$ cat config.mk
export PLATFORM = sky130hd
export DESIGN_NAME = slbc_top
export DESIGN_NICKNAME = d
export VERILOG_FILES = /design/src/verilog/slbc_top.v
export VERILOG_INCLUDE_DIRS = /design/src /design/src/shared
export SDC_FILE = /design/constraint.sdc
export NUM_CORES = 1
export LEC_CHECK = 0
export ABC_AREA = 0
export BUFFER_PORTS_ARGS = -buffer_cell sky130_fd_sc_hd__buf_2
export CORE_MARGIN = 1.5
export CORE_UTILIZATION = 30
export CTS_BUF_LIST = sky130_fd_sc_hd__clkbuf_2
export DETAILED_ROUTE_END_ITERATION = 16
export GPL_ROUTABILITY_DRIVEN = 0
export HOLD_SLACK_MARGIN = 0.03
export PLACE_DENSITY = 0.53
export SYNTH_ARGS = -nofsm -noshare
export SYNTH_HDL_FRONTEND = slang
export SYNTH_SLANG_ARGS = --single-unit
$ cat constraint.sdc
create_clock -name clk_i -period 2.5 [get_ports clk_i]
set_input_delay 0 -clock clk_i [delete_from_list [all_inputs] [get_ports clk_i]]
set_output_delay 0 -clock clk_i [all_outputs]
set_load 0.05 [all_outputs]
$ cat src/shared/slbc_defs.vh
// Register map, field positions and timing counts of the lane test block
`ifndef SLBC_DEFS_VH
`define SLBC_DEFS_VH

// Byte offsets of MAC instance 0; instances repeat every stride
`define SLBC_CTRL_OFF 18'h130C8
`define SLBC_L0_CNT0_OFF 18'h130CC
`define SLBC_L0_CNT1_OFF 18'h130D0
`define SLBC_LANE_STRIDE 18'h00008
`define SLBC_MAC_STRIDE 18'h00200
`define SLBC_ADR_W 18

// Reset values
`define SLBC_CTRL_RST 32'h00000000
`define SLBC_CNT_RST 32'h00000000

// Lane count and per-lane byte in the control word
`define SLBC_LANES 4
`define SLBC_LANE_BITS 8
// Positions inside a lane byte (bit 0 is the least significant)
`define SLBC_F_CLEAR 0
`define SLBC_F_FREEZE 1
`define SLBC_F_ALIGN 2
`define SLBC_F_START 3
`define SLBC_F_PAT_LO 4
`define SLBC_F_PAT_HI 6
`define SLBC_PAT_W 3

// Pattern select codes
`define SLBC_PAT_OFF 3'h0
`define SLBC_PAT_PRBS 3'h1
`define SLBC_PAT_LOOP 3'h2
`define SLBC_PAT_FIXED 3'h4

// Counter widths and the split of the group counter
`define SLBC_GRP_W 48
`define SLBC_ERR_W 16
`define SLBC_GRP_HI_W 16

// Alignment request length in clock cycles, and its reload value
`define SLBC_ALIGN_CYCLES 4
`define SLBC_ALIGN_RELOAD 3'h3

`endif

$ cat src/verilog/slbc_top.v
// Lane bit error rate test control and counters with a Wishbone slave
`timescale 1ns/1ps
`include "slbc_defs.vh"

// Function
// - Align bit pulses checker four cycles, reads zero
// - Freeze bit holds both lane counters still
// - Clear bit zeroes lane counters, self-clearing
// - One little-endian byte per lane, lane 0 lowest
// - Counter register 0 high half: group[47:32]
// - Counter register 0 low half: error count
// - Counter register 1 holds group count low
// - Writing zero to counter register clears it
// - Register block repeats per MAC, 0x200 apart
// - Pattern codes: off, PRBS, loopback, fixed
// - Start bit releases or resets the generator
module slbc_top #(
  parameter [1:0] MAC_INDEX = 2'h0
) (
  input wire clk_i,
  input wire rst_i,
  input wire wb_cyc_i,
  input wire wb_stb_i,
  input wire wb_we_i,
  input wire [`SLBC_ADR_W-1:0] wb_adr_i,
  input wire [3:0] wb_sel_i,
  input wire [31:0] wb_dat_i,
  output wire [31:0] wb_dat_o,
  output wire wb_ack_o,
  input wire [`SLBC_LANES-1:0] code_group_valid_i,
  input wire [`SLBC_LANES-1:0] code_group_error_i,
  output wire [`SLBC_LANES*`SLBC_PAT_W-1:0] pattern_sel_o,
  output wire [`SLBC_LANES-1:0] generator_release_o,
  output wire [`SLBC_LANES-1:0] checker_align_pulse_o,
  output wire [`SLBC_LANES-1:0] counting_enabled_o
);

  // Base of this MAC instance; the whole map shifts with it
  localparam [`SLBC_ADR_W-1:0] MAC_OFF =
    `SLBC_MAC_STRIDE * {16'h0000, MAC_INDEX};

  // Matches a word address against one register of this instance
  function hit;
    input [`SLBC_ADR_W-1:0] adr;
    input [`SLBC_ADR_W-1:0] off;
    begin
      hit = (adr[`SLBC_ADR_W-1:2] == off[`SLBC_ADR_W-1:2]);
    end
  endfunction

  // Byte offset of counter register k (0 or 1) of a lane
  function [`SLBC_ADR_W-1:0] cnt_off;
    input integer lane;
    input integer k;
    begin
      cnt_off = MAC_OFF + `SLBC_L0_CNT0_OFF
        + `SLBC_LANE_STRIDE * lane[`SLBC_ADR_W-1:0]
        + (k[0] ? 18'h00004 : 18'h00000);
    end
  endfunction

  reg ack_reg;
  reg [31:0] dat_reg;
  reg [31:0] dat_next;
  wire req;
  wire wr;
  wire ctrl_hit;
  reg [`SLBC_LANES*`SLBC_PAT_W-1:0] pat_reg;
  reg [`SLBC_LANES-1:0] start_reg;
  reg [`SLBC_LANES-1:0] freeze_reg;
  reg [`SLBC_LANES-1:0] armed_reg;
  reg [`SLBC_LANES-1:0] align_reg;
  reg [`SLBC_LANES-1:0] en_reg;
  wire [`SLBC_LANES*`SLBC_GRP_W-1:0] grp_all;
  wire [`SLBC_LANES*`SLBC_ERR_W-1:0] err_all;
  wire [`SLBC_LANES-1:0] hit0;
  wire [`SLBC_LANES-1:0] hit1;
  integer i;

  // A request is taken on the first edge with cyc and stb and no ack
  assign req = wb_cyc_i & wb_stb_i & ~ack_reg;
  assign wr = req & wb_we_i;
  assign ctrl_hit = hit(wb_adr_i, MAC_OFF + `SLBC_CTRL_OFF);

  assign wb_ack_o = ack_reg;
  assign wb_dat_o = dat_reg;
  assign pattern_sel_o = pat_reg;
  assign generator_release_o = start_reg;
  assign checker_align_pulse_o = align_reg;
  assign counting_enabled_o = en_reg;

  // Single-wait-state ack; it drops the cycle after it is given
  always @(posedge clk_i) begin
    if (rst_i) begin
      ack_reg <= 1'b0;
      dat_reg <= 32'h00000000;
    end else begin
      ack_reg <= req;
      if (req & ~wb_we_i) begin
        dat_reg <= dat_next;
      end
    end
  end

  // Read mux; unmapped words and reserved bits read as zero
  always @* begin
    dat_next = 32'h00000000;
    if (ctrl_hit) begin
      for (i = 0; i < `SLBC_LANES; i = i + 1) begin
        // Align and clear are pulses and always read back zero
        dat_next[i*`SLBC_LANE_BITS+`SLBC_F_PAT_LO +: `SLBC_PAT_W] =
          pat_reg[i*`SLBC_PAT_W +: `SLBC_PAT_W];
        dat_next[i*`SLBC_LANE_BITS+`SLBC_F_START] = start_reg[i];
        dat_next[i*`SLBC_LANE_BITS+`SLBC_F_FREEZE] = freeze_reg[i];
      end
    end
    for (i = 0; i < `SLBC_LANES; i = i + 1) begin
      if (hit0[i]) begin
        dat_next = {grp_all[i*`SLBC_GRP_W+32 +: `SLBC_GRP_HI_W],
                    err_all[i*`SLBC_ERR_W +: `SLBC_ERR_W]};
      end
      if (hit1[i]) begin
        dat_next = grp_all[i*`SLBC_GRP_W +: 32];
      end
    end
  end

  genvar g;
  generate
    for (g = 0; g < `SLBC_LANES; g = g + 1) begin : lane
      // Lane g owns one byte lane of the control word
      localparam integer B = g * `SLBC_LANE_BITS;
      wire byte_wr;
      wire wr_clear;
      wire wr_align;
      wire wr_freeze;
      wire freeze_nxt;
      wire cnt0_zero;
      wire cnt1_zero;
      reg [2:0] align_cnt_reg;
      reg [`SLBC_GRP_W-1:0] grp_reg;
      reg [`SLBC_ERR_W-1:0] err_reg;

      assign hit0[g] = hit(wb_adr_i, cnt_off(g, 0));
      assign hit1[g] = hit(wb_adr_i, cnt_off(g, 1));
      assign byte_wr = wr & ctrl_hit & wb_sel_i[g];
      assign wr_clear = byte_wr & wb_dat_i[B+`SLBC_F_CLEAR];
      assign wr_align = byte_wr & wb_dat_i[B+`SLBC_F_ALIGN];
      assign wr_freeze = byte_wr & wb_dat_i[B+`SLBC_F_FREEZE];
      // Freeze value that holds after this edge, so enable sees the write
      assign freeze_nxt = byte_wr ? wb_dat_i[B+`SLBC_F_FREEZE]
                                  : freeze_reg[g];
      // An all-zero write to a counter word clears what it holds
      assign cnt0_zero = wr & hit0[g] & (wb_dat_i == 32'h00000000);
      assign cnt1_zero = wr & hit1[g] & (wb_dat_i == 32'h00000000);
      assign grp_all[g*`SLBC_GRP_W +: `SLBC_GRP_W] = grp_reg;
      assign err_all[g*`SLBC_ERR_W +: `SLBC_ERR_W] = err_reg;

      // Stored control fields; reserved codes are kept as written
      always @(posedge clk_i) begin
        if (rst_i) begin
          pat_reg[g*`SLBC_PAT_W +: `SLBC_PAT_W] <= `SLBC_PAT_OFF;
          start_reg[g] <= 1'b0;
          freeze_reg[g] <= 1'b0;
        end else if (byte_wr) begin
          pat_reg[g*`SLBC_PAT_W +: `SLBC_PAT_W] <=
            wb_dat_i[B+`SLBC_F_PAT_LO +: `SLBC_PAT_W];
          start_reg[g] <= wb_dat_i[B+`SLBC_F_START];
          freeze_reg[g] <= wb_dat_i[B+`SLBC_F_FREEZE];
        end
      end

      // Alignment request: high on the write edge plus three more
      always @(posedge clk_i) begin
        if (rst_i) begin
          align_cnt_reg <= 3'h0;
          align_reg[g] <= 1'b0;
        end else if (wr_align) begin
          align_cnt_reg <= `SLBC_ALIGN_RELOAD;
          align_reg[g] <= 1'b1;
        end else if (align_cnt_reg != 3'h0) begin
          align_cnt_reg <= align_cnt_reg - 3'h1;
          align_reg[g] <= 1'b1;
        end else begin
          align_reg[g] <= 1'b0;
        end
      end

      // An align written while frozen does not arm, so a stale checker
      // never counts after the next unfreeze
      always @(posedge clk_i) begin
        if (rst_i) begin
          armed_reg[g] <= 1'b0;
          en_reg[g] <= 1'b0;
        end else begin
          if (wr_align) begin
            armed_reg[g] <= ~freeze_nxt;
          end else if (wr_freeze) begin
            armed_reg[g] <= 1'b0;
          end
          en_reg[g] <= (armed_reg[g] | wr_align) & ~freeze_nxt;
        end
      end

      // Counters; a clear in the same cycle beats an increment
      always @(posedge clk_i) begin
        if (rst_i) begin
          grp_reg <= {`SLBC_GRP_W{1'b0}};
          err_reg <= {`SLBC_ERR_W{1'b0}};
        end else if (wr_clear) begin
          grp_reg <= {`SLBC_GRP_W{1'b0}};
          err_reg <= {`SLBC_ERR_W{1'b0}};
        end else begin
          if (cnt0_zero) begin
            grp_reg[`SLBC_GRP_W-1:32] <= {`SLBC_GRP_HI_W{1'b0}};
            err_reg <= {`SLBC_ERR_W{1'b0}};
          end else if (en_reg[g] & code_group_valid_i[g]
                       & code_group_error_i[g]) begin
            err_reg <= err_reg + 16'h0001;
          end
          if (cnt1_zero) begin
            grp_reg[31:0] <= 32'h00000000;
          end else if (en_reg[g] & code_group_valid_i[g]
                       & ~cnt0_zero) begin
            grp_reg <= grp_reg + 48'h000000000001;
          end
        end
      end
    end
  endgenerate

endmodule

==> impl_metrics.yaml <==
synthesis:
  synthesis.area_um2: 17760
  ys_ff_latch: 333
  synthFlopType: "dfxtp_1"
  yosysSeqAreaShare_pct: 37.53
  synth_nets: 2311
  ys_async_sr_fraction_pct: 0
  synth_edf_count: 0
  synthCells: 2228
  syn_avg_cell_area_um2: 7.972
  ys_types: 77
  yosysWarnings: 0
clock_tree:
  cts-htree-levels: 3
  cts.clk_slew.worst_paths_ns: 0.11
  clock_path_buffers: 3
  cts_num_sinks: 333
  cts_tree: "yes"
  clockRootBuffer: "clkbuf_2"
  clk_latency_ns: 1.11
  numCtsBuffers: 90
critical_path:
  worstReg2RegEnd: "lane[0].align_cnt_reg[0]"
  crit_fanout: 8
  arrival_ns: 3.46
  cp_cell_sequence: "nand4b_1 > or2_4 > nor3_4 > buf_12 > nand2_1 > buf_4 > a21oi_1 > dlygate4sd3_1"
  end_kind: "register"
  crit_cells: 8
  crit_required_ns: 3.54
  crit_type: "register to register"
  worst-r2r-setup-slack_ns: 0.08
  critPathMaxStageDelay_ns: 0.57
  cp-start-kind: "register"
  r2r_cells: 8
  r2r_start: "wb_ack_o"
  cp_num_buf_inv: 3
  cp_top_family: "simple AND/OR/NAND/NOR gates"
  cp_slowest_cell: "dlygate4sd3_1"
cells_and_area:
  final_common_cell: "dfxtp_1"
  nets: 2770
  finalNonFillerCells: 3526
  final_cell_mix: "dfxtp_1 (319), nor2_1 (262), nand2_1 (227)"
  multiInputGateArea_um2: 10510
  syn2layout_area_growth_pct: 30.69
  nFillCells: 5970
  seq_area_um2: 6684
  drive_above_1_share_pct: 20.06
  largest_reg_flops: 192
grt:
  antenna_found_initial: 1
  grt_pass1_wl_um: 107800
  grtUsageTotal_pct: 23.07
  grt_max_degree: 40
  gr-total-overflow: 0
  grt_pass1_vias: 18210
timing:
  fmax_ghz: 0.4140
  clock-skew-final_ns: 0.08492
  setup_viol: 0
  min_period_ns: 2.415
  finalCritPeriodShare_pct: 96.61
  tightest_slew_ns: 1.101
  finalHoldViolations: 0
  maxSlewHeadroom_pct: 26.33
  finalMaxSlewViolations: 0
  rsz0062_at_grt: "yes"
power:
  power_density_nw_per_um2: 473.6
  ir_drop_mv: 0.4479
  p_leak_nw: 8.150
  power_mw: 10.99
routing:
  viasPerCell: 5.520
  vias: 19460
  ant_nets: 0
  drtIter0Drc: 1545
  wirelength_um: 71700
  dr.pass1.iters: 7
  drc_errors: 0
  routedWlPerCell_um: 20.34
placed_design:
  port_buffers: 121
  hpwl_um: 52890
  post-place-cells: 3212
die:
  initial_core_util_pct: 30.21
  dieArea_um2: 60680
  dieWidth_um: 246.3
  fp.coreArea_um2: 58800
  die_y_um: 246.3
  pin_count: 124
  fp-row-count: 89
min_path:
  worstHoldStart: "wb_sel_i[2]"
  min_path_type: "input port to register"
  hold_end: "lane[2].grp_reg[32]"
  hold_path_depth: 6
run_status:
  status: "complete, no violations"
run:
  drv_cap: 0
-- worst reg2reg max path, stage by stage (launching register included) --
cell and delay [ns]:
dfxtp_2 0.37, nand4b_1 0.27, or2_4 0.35, nor3_4 0.30, buf_12 0.17, nand2_1 0.07, buf_4 0.15, a21oi_1 0.13
dlygate4sd3_1 0.57
-- cells by family after synthesis --
family                   after synthesis  synth area share, %
buffers and inverters                180                4.107
AO/OA/AOI/OAI                        376                13.49
XOR/XNOR                             190                9.369
multiplexers                          41                2.451
adder cells (fa/ha/maj)               16                1.127
flip-flops                           333                37.53
AND/OR/NAND/NOR                     1092                31.92
-- metal layers --
layer  vias up  part of all wire, %  GRT usage (%)
met4         0                  4.0          10.29
met2       825                   46          37.39
met3       165                  7.2          3.410
met5         -                    0              0
met1      9377                   43          30.22
li1       9097                    -              -
-- synthesized netlist by cell type (all sizes together) (5+ instances only) --
library cell / number / area [µm²]
dfxtp: 333 / 6666
nor2: 264 / 1001
nand2: 228 / 858.3
nand3: 133 / 665.6
xnor2: 129 / 1130
a21oi: 127 / 635.6
nor4: 99 / 638.1
nand4: 85 / 553.0
o21ai: 85 / 425.4
nor3: 82 / 460.4
clkbuf: 81 / 305.3
xor2: 61 / 534.3
inv: 52 / 195.2
buf: 47 / 229.0
or3: 41 / 256.5
mux2i: 39 / 390.4
and3: 32 / 201.5
and4: 30 / 264.0
or4: 24 / 183.9
a22oi: 23 / 172.7
o211ai: 20 / 150.1
ha: 16 / 200.2
and2: 15 / 93.84
a2111oi: 14 / 122.6
a211oi: 14 / 105.1
a31oi: 14 / 87.58
nor4b: 13 / 120.1
a221oi: 11 / 121.4
nand2b: 11 / 68.82
a222oi: 10 / 100.1
o21a: 10 / 75.07
o31ai: 9 / 67.56
or2: 9 / 56.31
a22o: 6 / 52.55
o22ai: 6 / 37.54
nor4bb: 5 / 50.05
or4bb: 5 / 56.30
-- how the worst max path moves through the flow --
stage / from / endpoint / slack (ns)
finish: wb_ack_o / lane[0].align_cnt_reg[0] / 0.08
global route: lane[1].grp_reg[24] / lane[1].grp_reg[47] / -0.02
CTS: lane[3].grp_reg[17] / lane[3].grp_reg[41] / 0.01
detailed placement: wb_adr_i[15] / wb_dat_o[29] / -0.11
global placement: wb_adr_i[15] / wb_dat_o[29] / -0.13
floorplan: lane[3].grp_reg[12] / lane[3].grp_reg[40] / 0.002
-- repair_timing --
item	4_1_cts	5_1_grt
endpoints found under the setup margin	10	31
endpoints found under the hold margin	333	0
buffers inserted	0	2
pin swaps	2	6
gates cloned	0	0
gates resized for setup	4	16
hold buffers	154	0
-- per-stage QoR --
stage	setup slack, ns	area (µm²)	hold WS, ns	util, %	TNS, ns
floorplan	0.002407	17770	0.09489	-	0
global placement	-0.1313	20730	0.2347	35.26	-0.5529
detailed placement	-0.1094	20730	0.2349	35.26	-0.5834
CTS	0.01093	23130	0.03576	39.35	0
global route	-0.02132	23210	0.1225	39.48	-0.03562
finish	0.08475	23210	0.1395	39.48	0
-- area by class of cell --
type | instances | area share, %
timing repair buffer | 495 | 17.28
clock buffer | 129 | 2.781
tap | 773 | 4.166
inverter | 52 | 0.8408
sequential | 333 | 28.79
multi-input combinational | 1715 | 45.29
antenna | 1 | 0.01078
clock inverter | 28 | 0.8354
-- power by group --
part	total [mW]	switching, mW	internal, mW
logic	1.35	0.768	0.585
registers	5.49	0.0698	5.42
clock network	4.15	2.46	1.69
Note: power is estimated with default switching activity, not from simulation.
